<file path="config.mk">
export PLATFORM = sky130hd
export DESIGN_NAME = uadc_attach_ctrl
export DESIGN_NICKNAME = d
export VERILOG_FILES = /design/src/core/uadc_pkg.sv /design/src/core/uadc_attach_ctrl.sv
export SDC_FILE = /design/constraint.sdc
export NUM_CORES = 1
export LEC_CHECK = 0
export BUFFER_PORTS_ARGS = -buffer_cell sky130_fd_sc_hd__buf_4
export CAP_MARGIN = 5
export CORE_ASPECT_RATIO = 1.75
export CORE_MARGIN = 4
export CORE_UTILIZATION = 40
export DETAILED_ROUTE_END_ITERATION = 10
export GPL_TIMING_DRIVEN = 0
export HOLD_SLACK_MARGIN = 0.02
export PLACE_DENSITY = 0.68
export REMOVE_ABC_BUFFERS = 1
export SLEW_MARGIN = 30
export SYNTH_ARGS = -nofsm -noshare
export SYNTH_HDL_FRONTEND = slang
export SYNTH_SLANG_ARGS = --single-unit
</file>
<file path="constraint.sdc">
create_clock -name clk_in -period 5.5 [get_ports clk_in]
set_input_delay 0.275 -clock clk_in [delete_from_list [all_inputs] [get_ports clk_in]]
set_output_delay 0.275 -clock clk_in [all_outputs]
set_load 0.01 [all_outputs]
</file>
<file path="src/core/uadc_pkg.sv">
/*
 * Package for the USB attach and detach control block: register offsets,
 * field positions, reset values, states and the control register layout.
 * Assumes one 25 MHz clock and a plain strobe-based register port.
 */
package uadc_pkg;

  // ****************************************************************
  // Register map
  // ****************************************************************
  localparam int unsigned ADDR_W = 8;
  localparam int unsigned DATA_W = 32;
  localparam logic [7:0] OFF_CTRL = 8'h00;
  localparam logic [7:0] OFF_PINSEL = 8'h04;
  localparam logic [7:0] OFF_POWER = 8'h08;
  localparam logic [7:0] OFF_STATUS = 8'h0c;

  // ****************************************************************
  // General pins and selector fields
  // ****************************************************************
  localparam int unsigned GP_NUM = 16;
  localparam int unsigned PIN_W = 4;
  localparam int unsigned POS_SENSE = 0;
  localparam int unsigned POS_DETACH = 4;
  localparam int unsigned POS_WAKE = 8;
  localparam int unsigned POS_PULL = 12;
  localparam logic [PIN_W-1:0] RST_SENSE_PIN = 4'h0;
  localparam logic [PIN_W-1:0] RST_DETACH_PIN = 4'h1;
  localparam logic [PIN_W-1:0] RST_WAKE_PIN = 4'h2;
  localparam logic [PIN_W-1:0] RST_PULL_PIN = 4'h3;

  // ****************************************************************
  // Power descriptor: units of 2 mA, so 100 mA is 50
  // ****************************************************************
  localparam int unsigned PWR_W = 8;
  localparam logic [PWR_W-1:0] RST_POWER = 8'h32;

  // Bus signalling rate in bit/s; full speed only
  localparam int unsigned FS_RATE = 12000000;

  // Control register, bit 6 downward
  typedef struct packed {
    logic wake_req;      // [6] ask the host to resume
    logic aux_allow;     // [5] external LEDs and amplifiers
    logic radio_allow;   // [4] radio operation
    logic endpoint_set;  // [3] 0 wireless transport, 1 audio class
    logic bus_powered;   // [2] power drawn from the cable
    logic pullup_source_select; // [1] 0 internal, 1 general pin
    logic ready;         // [0] firmware ready to enumerate
  } uadc_ctrl_s;

  localparam int unsigned CTRL_W = 7;
  localparam logic [CTRL_W-1:0] RST_CTRL = 7'h34;

  // Connection states
  typedef enum logic [2:0] {
    ST_OFF = 3'b001,
    ST_ATTACHED = 3'b010,
    ST_SUSPENDED = 3'b100
  } uadc_state_e;

endpackage

</file>
<file path="src/core/uadc_attach_ctrl.sv">
/*
 * USB attach and detach control for a full-speed peripheral port.
 * Assumes inputs synchronous to clk_in, a serial engine that reports
 * bus suspend, and transceivers that obey the high impedance request.
 */
// Chosen here: the strobed register port and the register addresses.
// Notes on behaviour
// Full-speed 12 Mbit/s interface only
// Peripheral only, never initiates bus traffic
// Works with open and universal host controllers
// Endpoint set selectable: wireless or audio
// Internal pull-up only once ready to enumerate
// Pull-up source selectable, internal by default
// D+ never pulled while bus power absent
// Power sense taken from selectable general pin
// Default descriptor power request is 100 mA
// Descriptor power taken from a configuration setting
// Host may suspend; whole circuit can suspend
// Bus-powered suspend disables the radio
// LEDs and amplifiers switch off in suspend
// Detach high: lines floating, pull-up off
// Detach low: reattach and await enumeration
// Host-wake output, active high, only while detached
// No in-band remote wake while detached
// Detach and wake pins selectable by number
// High-speed hosts settle at full speed
// External pull-up pin follows internal pull-up
`timescale 1ns/1ps
module uadc_attach_ctrl
  import uadc_pkg::*;
(
  input wire logic clk_in,
  input wire logic arst_n_in,
  input wire logic [ADDR_W-1:0] addr_in,
  input wire logic [DATA_W-1:0] wdata_in,
  input wire logic wr_in,
  input wire logic rd_in,
  output logic [DATA_W-1:0] rdata_out,
  input wire logic [GP_NUM-1:0] gp_in,
  output logic [GP_NUM-1:0] gp_out,
  output logic [GP_NUM-1:0] gp_oe_out,
  input wire logic bus_suspend_in,
  output logic dp_pullup_out,
  output logic usb_hiz_out,
  output logic full_speed_out,
  output logic inband_wake_out,
  output logic endpoint_set_out,
  output logic [PWR_W-1:0] desc_power_out,
  output logic radio_en_out,
  output logic aux_en_out
);

  // ****************************************************************
  // Registers
  // ****************************************************************
  uadc_ctrl_s ctrl_reg;
  logic [15:0] pinsel_reg;
  logic [PWR_W-1:0] power_reg;
  logic [DATA_W-1:0] rdata_reg;
  uadc_state_e state_reg;
  uadc_state_e state_next;
  logic [GP_NUM-1:0] gpo_reg;
  logic [GP_NUM-1:0] gpoe_reg;

  // ****************************************************************
  // Address decode and pin selection
  // ****************************************************************
  wire logic hit_ctrl = (addr_in == OFF_CTRL);
  wire logic hit_pinsel = (addr_in == OFF_PINSEL);
  wire logic hit_power = (addr_in == OFF_POWER);
  wire logic hit_status = (addr_in == OFF_STATUS);
  wire logic [PIN_W-1:0] sense_pin = pinsel_reg[POS_SENSE +: PIN_W];
  wire logic [PIN_W-1:0] detach_pin = pinsel_reg[POS_DETACH +: PIN_W];
  wire logic [PIN_W-1:0] wake_pin = pinsel_reg[POS_WAKE +: PIN_W];
  wire logic [PIN_W-1:0] pull_pin = pinsel_reg[POS_PULL +: PIN_W];
  // Bus power and detach sensed on their chosen pins
  wire logic vbus = gp_in[sense_pin];
  wire logic detach = gp_in[detach_pin];
  wire logic pulled = (state_reg != ST_OFF);
  wire logic suspended = (state_reg == ST_SUSPENDED);
  wire logic int_pull = pulled & ~ctrl_reg.pullup_source_select;
  wire logic ext_pull = pulled & ctrl_reg.pullup_source_select;
  // Out-of-band wake replaces the cable message while detached
  wire logic host_wake = detach & ctrl_reg.wake_req;

  // Status word read back by software
  wire logic [DATA_W-1:0] status_word = {24'h000000, 1'b0,
    suspended, pulled, detach, vbus, state_reg};

  // Read mux; unmapped addresses answer zero
  logic [DATA_W-1:0] rd_mux;
  always_comb begin
    if (hit_ctrl) begin
      rd_mux = {25'h0000000, ctrl_reg};
    end else if (hit_pinsel) begin
      rd_mux = {16'h0000, pinsel_reg};
    end else if (hit_power) begin
      rd_mux = {24'h000000, power_reg};
    end else if (hit_status) begin
      rd_mux = status_word;
    end else begin
      rd_mux = '0;
    end
  end

  // ****************************************************************
  // Connection state machine
  // ****************************************************************
  // Power loss or detach always wins, so D+ is never left pulled up
  always_comb begin
    state_next = state_reg;
    case (state_reg)
      ST_OFF: begin
        if (vbus && !detach && ctrl_reg.ready) begin
          state_next = ST_ATTACHED;
        end
      end
      ST_ATTACHED: begin
        if (!vbus || detach || !ctrl_reg.ready) begin
          state_next = ST_OFF;
        end else if (bus_suspend_in) begin
          state_next = ST_SUSPENDED;
        end
      end
      ST_SUSPENDED: begin
        if (!vbus || detach || !ctrl_reg.ready) begin
          state_next = ST_OFF;
        end else if (!bus_suspend_in) begin
          state_next = ST_ATTACHED;
        end
      end
      default: begin
        state_next = ST_OFF;
      end
    endcase
  end

  always_ff @(posedge clk_in or negedge arst_n_in) begin
    if (!arst_n_in) begin
      state_reg <= ST_OFF;
    end else begin
      state_reg <= state_next;
    end
  end

  // ****************************************************************
  // Register writes
  // ****************************************************************
  // Wake request drops once the link is up again; a write in that
  // same cycle still lands because the write is applied last
  always_ff @(posedge clk_in or negedge arst_n_in) begin
    if (!arst_n_in) begin
      ctrl_reg <= RST_CTRL;
    end else begin
      if (state_next == ST_ATTACHED && !detach) begin
        ctrl_reg.wake_req <= 1'b0;
      end
      if (wr_in && hit_ctrl) begin
        ctrl_reg <= wdata_in[CTRL_W-1:0];
      end
    end
  end

  // Pin selections and descriptor power setting
  always_ff @(posedge clk_in or negedge arst_n_in) begin
    if (!arst_n_in) begin
      pinsel_reg <= {RST_PULL_PIN, RST_WAKE_PIN, RST_DETACH_PIN,
        RST_SENSE_PIN};
      power_reg <= RST_POWER;
    end else begin
      if (wr_in && hit_pinsel) begin
        pinsel_reg <= wdata_in[15:0];
      end
      if (wr_in && hit_power) begin
        power_reg <= wdata_in[PWR_W-1:0];
      end
    end
  end

  // Read data stands only in the cycle after the strobe
  always_ff @(posedge clk_in or negedge arst_n_in) begin
    if (!arst_n_in) begin
      rdata_reg <= '0;
    end else begin
      rdata_reg <= rd_in ? rd_mux : '0;
    end
  end

  // ****************************************************************
  // General pin drivers
  // ****************************************************************
  // A pin chosen for both wake and pull-up is shared; a board must
  // not do that, the OR merely keeps it defined
  // The pull-up pin is released, never driven low, while D+ must
  // float: a low pin would load D+ through the external resistor
  generate
    for (genvar i = 0; i < GP_NUM; i++) begin : g_pin
      wire logic is_wake = (wake_pin == PIN_W'(i));
      wire logic is_pull = (pull_pin == PIN_W'(i));
      always_ff @(posedge clk_in or negedge arst_n_in) begin
        if (!arst_n_in) begin
          gpo_reg[i] <= 1'b0;
          gpoe_reg[i] <= 1'b0;
        end else begin
          gpo_reg[i] <= (is_wake & host_wake) | (is_pull & ext_pull);
          gpoe_reg[i] <= is_wake | (is_pull & ext_pull);
        end
      end
    end
  endgenerate

  // ****************************************************************
  // Outputs
  // ****************************************************************
  // Peripheral only: this block asks the engine for nothing but an
  // in-band wake from suspend; full speed also on high-speed hosts
  assign full_speed_out = 1'b1;
  assign dp_pullup_out = int_pull;
  assign usb_hiz_out = detach | ~pulled;
  assign inband_wake_out = suspended & ctrl_reg.wake_req
    & ~detach;
  assign endpoint_set_out = ctrl_reg.endpoint_set;
  assign desc_power_out = power_reg;
  // Radio may not run in bus-powered suspend: 0.5 mA budget
  assign radio_en_out = ctrl_reg.radio_allow
    & ~(suspended & ctrl_reg.bus_powered);
  assign aux_en_out = ctrl_reg.aux_allow & ~suspended;
  assign rdata_out = rdata_reg;
  assign gp_out = gpo_reg;
  assign gp_oe_out = gpoe_reg;
endmodule

</file>
==> flow_summary.toml, run 1 <==
[clock_network]
post_cts_buffers = 0
cts_root_buf = "clkbuf_16"
cts.clk_slew.worst_paths_ns = 0.06
cts_resized = 0
cts_hold_buf = 0
numCtsBuffers = 9
h-tree-depth = 3
cts_sinks = 82
clock_path_buffers = 2
clock_latency_ns = 0.33
cts_tree = "yes"

[global_routing]
first_global_vias = 2705
grt_overflow_total = 0
grt_usage_pct = 17.3
grt_pass1_wl_mm = 13.9
antenna_found_initial = 0
grt_max_degree = 83

[timing]
fin_setup_tns_ns = 0
fin_crit_sh_pct = 46.1
whs_ns = -0.0388
worst_pin_slew_ns = 0.797
timing.fmax_ghz = 0.394
setup_violations = 0
fin_skew_ns = 0.00747
grt_setup_unrepaired = "no"
hold_violations = 23
finalCriticalPeriod_ns = 2.54
slew_violations = 0
slew_headroom_pct = 46.7

[placed_design]
dp_hpwl_mm = 6.98
io_buffer_count = 106
dp.cells = 509
gp_congestion = 0.902

[critical_path]
path_class = "flip-flop to output pin"
cp.arrival_ns = 2.26
worstPathRequired_ns = 5.22
startpoint_type = "flip-flop"
worstSetupEndpointType = "output pin"
cp_max_fo = 10

[yosys]
synth_top_area_cell = "dfrtp_1"
async_reset_ff_share_pct = 100
ys_top_cells_by_area = "dfrtp_1 48%, mux2_2 9.4%, dfstp_2 7.8%"
synth_area_um2 = 3720
synth_cells = 296
ys_top_cells_by_count = "71 x dfrtp_1, 31 x mux2_2, 28 x o21ai_0, 20 x nand2_1, 18 x buf_4"
synth_top_area_share_pct = 47.7
yosysUniqueCellTypes = 38
synth_area_per_cell_um2 = 12.6
ys_seq_area_share_pct = 55.5
ys_ff_latch = 82
synth_ff_type = "dfrtp_1"
synth_edf_count = 0
synth_warnings = 0
synth.most_common_cell = "dfrtp_1"

[power]
power_density_nw_per_um2 = 278
irDropWorstVdd_mv = 0.157
p_leak_nw = 2.34
fin_total_pwr_mw = 1.35

[finish]
nets = 461
antennaDiodeCount = 0
multi_input_area_um2 = 1540
fillers = 853
register_area_um2 = 2070
fin_util_pct = 53.5
fin_cells = 525
drive_gt1_share_pct = 44.9
area_growth_pct = 30.6

[run_status]
status = "finished, violations left"
failed_checks = "hold timing"

[detailed_routing]
drc = 0
avgViaCountPerCell = 5.08
firstDrtPassIters = 4
drt_iter0_drc = 123
routedWlPerCell_um = 17.1
wl_mm = 8.95
vias = 2668
postRouteAntennaNets = 0

[floorplanning]
row_count = 46
die_w_um = 80.9
core_um2 = 9090
die_h_um = 136
dieArea_um2 = 11000
io_pins = 140
initial_core_util_pct = 41.0

[run]
maxCapViolCount = 0

[hold_path]
hold_path.class = "primary input to asynchronous set/reset pin"
[final cells by class]
| cell class | instances | area share (%) |
|---|---|---|
| Tap cell | 120 | 3.09 |
| Clock buffer | 10 | 4.91 |
| Clock inverter | 6 | 1.34 |
| Inverter | 1 | 0.0771 |
| Sequential cell | 82 | 42.5 |
| Timing Repair Buffer | 106 | 16.4 |
| Multi-Input combinational cell | 200 | 31.7 |
[metrics by stage]
| stage | setup slack, ns | area [um^2] |
|---|---|---|
| after floorplan | 3.60 | 3610 |
| after global placement | 3.18 | 4550 |
| after detailed placement | 3.14 | 4550 |
| after CTS | 2.92 | 4860 |
| after global routing | 2.87 | 4870 |
| final | 2.96 | 4870 |
[cell usage in the layout, fill, tap and decap left out, drive strengths merged, types with 2 or more instances in the layout]
cell	Yosys	routed
nand3b	3	3
dfrtp	71	71
mux2	31	31
clkbuf	7	10
clkinv	0	3
mux2i	13	13
conb	2	17
nand2	20	20
o22ai	6	6
nor2	8	8
or2	2	2
inv	1	2
dfstp	11	11
mux4	12	12
a21boi	2	2
buf	21	106
nor2b	13	13
and2	9	9
nand2b	11	11
nand3	7	7
o21ai	28	28
nor3	2	2
nor3b	3	3
[final timing paths]
| check | startpoint | endpoint | slack [ns] | cells after the start |
|---|---|---|---|---|
| max | pinsel_reg[4] | usb_hiz_out | 2.96 | 5 |
| min | arst_n_in | gp_out[5] | -0.04 | 1 |
| max reg2reg | pinsel_reg[4] | gp_out[7] | 3.29 | 5 |
| min reg2reg | desc_power_out[4] | rdata_out[4] | 0.54 | 2 |
| max in group asynchronous | arst_n_in | desc_power_out[0] | 5.01 | 1 |
| min in group clk_in | wdata_in[12] | pinsel_reg[12] | 0.18 | 2 |
[cell families (layout without fill, tap and decap cells)]
kind of cell | count (synthesis) | after routing | share of synthesized area (%)
AO/OA/AOI/OAI | 41 | 41 | 6.35
XOR/XNOR | 1 | 1 | 0.235
buffers and inverters | 29 | 123 | 4.77
flip-flops | 82 | 82 | 55.5
multiplexers | 56 | 56 | 20.5
other | 2 | 17 | 0.202
AND/OR/NAND/NOR | 85 | 85 | 12.5
[layer usage]
layer / track usage [%] / vias up / wire length [um]
met5: 0 / - / 0
met4: 7.71 / 0 / 279
met3: 3.73 / 18 / 574
met2: 33.0 / 121 / 5240
met1: 17.2 / 1295 / 2850
li1: - / 1234 / -
[critical path: stages (launching register included)]
cell and delay, ns:
dfstp_2 0.69, mux2i_1 0.12, mux4_2 0.52, mux2i_4 0.32, nand2b_1 0.15, buf_4 0.13
[report_power, final]
part | total [mW] | leakage [nW] | switching, mW | internal, mW
logic | 0.118 | 1.09 | 0.0558 | 0.0622
clock network | 0.596 | 0.149 | 0.232 | 0.364
registers | 0.640 | 1.10 | 0.0191 | 0.621
(Power assumes the default switching activity.)
==> run 2: changes to the inputs <==
==> constraint.sdc (replaced) <==
create_clock -name clk_in -period 2.7 [get_ports clk_in]
set_input_delay 0.135 -clock clk_in [delete_from_list [all_inputs] [get_ports clk_in]]
set_output_delay 0.135 -clock clk_in [all_outputs]
set_load 0.01 [all_outputs]
==> run 2 against run 1 <==
Compared with the run above: the flow now finishes without violations; combinational power rose by 100%; final cell count rose by 0.19%; first-iteration DRC count is 8.9% higher; critical endpoint unchanged.
==> flow_summary.toml, run 2 (synthesis results as in run 1) <==
[timing]
fin_crit_sh_pct = 88.6
slew_headroom_pct = 45.6
timing.fmax_ghz = 0.418
worst_pin_slew_ns = 0.814
setup_violations = 0
fin_skew_ns = 0.00798
finalCriticalPeriod_ns = 2.39
grt_setup_unrepaired = "no"
fin_setup_tns_ns = 0
hold_violations = 0
slew_violations = 0

[critical_path]
path_cells = "mux2i_1 > mux4_2 > mux2i_4 > nand2b_1 > buf_4"
worstSetupEndpointType = "output pin"
startpoint_type = "flip-flop"
worstPathRequired_ns = 2.57
path_class = "flip-flop to output pin"
worst_path_largest_cell_delay_ns = 0.69
cp_max_fo = 10
cp.arrival_ns = 2.26
cp_slowest_cell = "dfstp_2"

[finish]
register_area_um2 = 2070
layout_common_cells = "105 x buf_4, 71 x dfrtp_1, 31 x mux2_2, 28 x o21ai_0, 20 x nand2_1"
final_common_cell = "buf_4"
nets = 462
fillers = 854
multi_input_area_um2 = 1540
drive_gt1_share_pct = 44.8
final_cell_area_um2 = 4880
antennaDiodeCount = 0
area_growth_pct = 30.9

[floorplanning]
dieArea_um2 = 11000
row_count = 46
die_w_um = 80.9
core_um2 = 9090
die_h_um = 136
io_pins = 140
initial_core_util_pct = 41.0

[clock_network]
cts_tree = "yes"
cts.clk_slew.worst_paths_ns = 0.06
cts_root_buf = "clkbuf_16"
numCtsBuffers = 9
cts_sinks = 82
clock_latency_ns = 0.33
clock_path_buffers = 2
h-tree-depth = 3

[detailed_routing]
routedWlPerCell_um = 17.0
wl_mm = 8.97
avgViaCountPerCell = 5.05
firstDrtPassIters = 5
postRouteAntennaNets = 0
drc = 0
drt_iter0_drc = 134
vias = 2655

[run]
maxCapViolCount = 0

[placed_design]
gp_congestion = 0.902
dp_hpwl_mm = 6.98
placed_area_um2 = 4550
io_buffer_count = 106

[run_status]
status = "complete, no violations"

[hold_path]
hold_path.class = "primary input to flip-flop"

[power]
irDropWorstVdd_mv = 0.319
p_leak_nw = 2.34
power_density_nw_per_um2 = 566

[global_routing]
grt_usage_pct = 17.3
first_global_vias = 2705
grt_overflow_total = 0
antenna_found_initial = 0
grt_pass1_wl_mm = 13.9
grt_max_degree = 83
## run 2: cell count changes in the layout (fill, tap and decap cells not counted), sizes merged
cell         previous run  this run
dlygate4sd3             0         1
## run 2: worst paths after layout
| kind | startpoint | to | slack [ns] | depth (start not counted) |
|---|---|---|---|---|
| min in group asynchronous | arst_n_in | gp_oe_out[5] | 0.41 | 2 |
| setup / recovery | pinsel_reg[4] | usb_hiz_out | 0.31 | 5 |
| hold / removal | wdata_in[12] | pinsel_reg[12] | 0.04 | 2 |
| setup reg to reg | pinsel_reg[4] | gp_out[7] | 0.49 | 5 |
| hold reg to reg | desc_power_out[4] | rdata_out[4] | 0.54 | 2 |
| max in group asynchronous | arst_n_in | pinsel_reg[11] | 1.80 | 2 |
## run 2: routing by layer
layer / wire (um) / GRT usage (%)
met1: 2830 / 17.2
met2: 5400 / 33.0
met5: 0 / 0
met3: 552 / 3.73
met4: 187 / 7.71
## run 2: area by class of cell
cell class	instances	area share [%]
clock inverter	6	1.33
clock buffer	10	4.90
tap	120	3.08
sequential	82	42.4
multi-input combinational	200	31.6
inverter	1	0.0770
timing repair buffer	107	16.6
## run 2: worst max-delay path: cells and delay by family (launching register included)
kind / cells / cell delay (ns)
multiplexers: 3 / 0.95
flip-flops: 1 / 0.69
AND/OR/NAND/NOR: 1 / 0.15
buffers and inverters: 1 / 0.13
## run 2: timing repair
action | in CTS | in global routing
hold buffers | 1 | 0
setup buffers | 0 | 0
hold endpoints to repair | 32 | 0
resized for setup | 0 | 0
## run 2: report_power, final
| group | switching [mW] | total, mW | internal [mW] |
|---|---|---|---|
| registers | 0.0388 | 1.30 | 1.26 |
| clock network | 0.471 | 1.21 | 0.742 |
| logic | 0.114 | 0.241 | 0.128 |
## run 2: through the flow
step                      utilization, %  cells  power [mW]  worst slack (ns)  hold WS, ns
after floorplan                        -    283        1.43             0.803       -0.161
after global placement              50.1    509        1.56             0.470        0.354
after CTS                           53.5    526        2.79             0.258       0.0289
after global routing                53.6    526        2.87             0.214       0.0309
after detailed placement            50.1    509        1.57             0.465        0.366
final                               53.6    526        2.76             0.307       0.0417
==> run 3: changes to the inputs <==
==> constraint.sdc (replaced) <==
create_clock -name clk_in -period 2.5 [get_ports clk_in]
set_input_delay 0.125 -clock clk_in [delete_from_list [all_inputs] [get_ports clk_in]]
set_output_delay 0.125 -clock clk_in [all_outputs]
set_load 0.01 [all_outputs]
==> run 3 against run 2 <==
Compared with the run above: sequential power increased by 8%; first-iteration DRC count decreased by 6.7%; clock power increased by 8%; final area increased by 0.21%; via count decreased by 0.79%; worst setup slack got worse by 0.19 ns; critical endpoint unchanged; largest cell class unchanged.
==> flow_summary.toml, run 3 (synthesis results as in run 1) <==
[critical_path]
r2r_start = "pinsel_reg[4]"
path_buf_inv = 1
worstSetupEndpointType = "output pin"
cp_max_fo = 10
worst_path_largest_cell_delay_ns = 0.69
critical_path.top_delay_family = "multiplexers"
startpoint_type = "flip-flop"
ff2ff_setup_slack_ns = 0.29
r2r_cells = 5
path_cells = "mux2i_1 > mux4_2 > mux2i_4 > nand2b_1 > buf_4"
path_class = "flip-flop to output pin"
worstPathRequired_ns = 2.38
cp.arrival_ns = 2.26
rr_endpoint = "gp_out[7]"
cp_slowest_cell = "dfstp_2"

[hold_path]
min_path_cells = 2
hold_start = "wdata_in[7]"
hold_path.class = "primary input to flip-flop"
min_to = "pinsel_reg[7]"

[detailed_routing]
drt_iter0_drc = 125
routedWlPerCell_um = 17.0
avgViaCountPerCell = 5.00
wl_mm = 8.95
vias = 2634
firstDrtPassIters = 4
postRouteAntennaNets = 0
drc = 0

[clock_network]
clock_path_buffers = 2
h-tree-depth = 3
cts_tree = "yes"
cts_sinks = 82
cts_root_buf = "clkbuf_16"
cts.clk_slew.worst_paths_ns = 0.06
numCtsBuffers = 9
post_cts_buffers = 0
clock_latency_ns = 0.33

[power]
p_leak_nw = 2.35
irDropWorstVdd_mv = 0.345
power_density_nw_per_um2 = 611
fin_total_pwr_mw = 2.98

[global_routing]
grt_usage_pct = 17.3
grt_pass1_wl_mm = 13.9
grt_max_degree = 83
first_global_vias = 2711
antenna_found_initial = 0
grt_overflow_total = 0

[floorplanning]
io_pins = 140
core_um2 = 9090
row_count = 46
initial_core_util_pct = 41.0
die_w_um = 80.9
dieArea_um2 = 11000
die_h_um = 136

[timing]
fin_crit_sh_pct = 95.5
finalCriticalPeriod_ns = 2.39
hold_violations = 0
worst_pin_slew_ns = 0.804
setup_violations = 0
fin_setup_tns_ns = 0
slew_violations = 0
timing.fmax_ghz = 0.419
fin_skew_ns = 0.00828
slew_headroom_pct = 46.3
final.setup.worst_slack_ns = 0.113
grt_setup_unrepaired = "no"

[placed_design]
dp_slack_ns = 0.265
placed_area_um2 = 4550
gp_congestion = 0.902
dp_hpwl_mm = 6.98
io_buffer_count = 106

[finish]
layout_common_cells = "105 x buf_4, 71 x dfrtp_1, 31 x mux2_2, 28 x o21ai_0, 20 x nand2_1"
area_growth_pct = 31.2
final_cell_area_um2 = 4890
antennaDiodeCount = 0
drive_gt1_share_pct = 44.7
nets = 463
final_common_cell = "buf_4"

[run_status]
status = "complete, no violations"

[run]
maxCapViolCount = 0
run 3: cell types whose count changed in the layout (fill, tap and decap cells not counted):
cell / before / now
dlygate4sd3_1: 1 / 2
run 3: worst max-delay path by stage:
stage | startpoint | end | slack [ns] | depth (start not counted)
floorplan | pinsel_reg[0] | rdata_out[3] | 0.60 | 5
global placement | pinsel_reg[4] | gp_out[7] | 0.27 | 5
detailed placement | pinsel_reg[4] | gp_out[7] | 0.26 | 5
CTS | pinsel_reg[4] | usb_hiz_out | 0.07 | 5
global route | pinsel_reg[4] | usb_hiz_out | 0.02 | 5
finish | pinsel_reg[4] | usb_hiz_out | 0.11 | 5
run 3: layout make-up:
cell class / count / area (um^2)
Clock buffer: 10 / 239
Clock inverter: 6 / 65.1
Fill cell: 853 / 4210
Inverter: 1 / 3.75
Multi-Input combinational cell: 200 / 1540
Sequential cell: 82 / 2070
Tap cell: 120 / 150
Timing Repair Buffer: 108 / 820
run 3: routing by layer:
layer | part of all wire, % | track usage (%)
met1 | 32 | 17.3
met3 | 5.8 | 3.73
met4 | 1.9 | 7.71
met5 | 0 | 0
met2 | 60 | 33.0
run 3: stage by stage:
step           cells  utilization [%]  hold WS, ns
6_report         527             53.7       0.0308
5_1_grt          527             53.7       0.0209
4_1_cts          527             53.6       0.0222
3_5_place_dp     509             50.1        0.356
3_3_place_gp     509             50.1        0.344
2_1_floorplan    283                -       -0.171
run 3: worst reg2reg max path: cells and delay by family (launching register included):
| kind | cells | cell delay (ns) |
|---|---|---|
| AND/OR/NAND/NOR | 1 | 0.26 |
| flip-flops | 1 | 0.69 |
| multiplexers | 3 | 0.96 |
| AO/OA/AOI/OAI | 1 | 0.22 |
run 3: power breakdown:
group / switching [mW] / internal (mW) / total [mW]
Sequential: 0.0421 / 1.37 / 1.41
Combinational: 0.123 / 0.139 / 0.262
Clock: 0.513 / 0.802 / 1.31
Total: 0.678 / 2.31 / 2.98
run 3: repair_timing:
action	CTS	global route
hold endpoints to repair	72	0
hold buffers	2	0
resized for setup	0	0
setup endpoints to repair	0	0
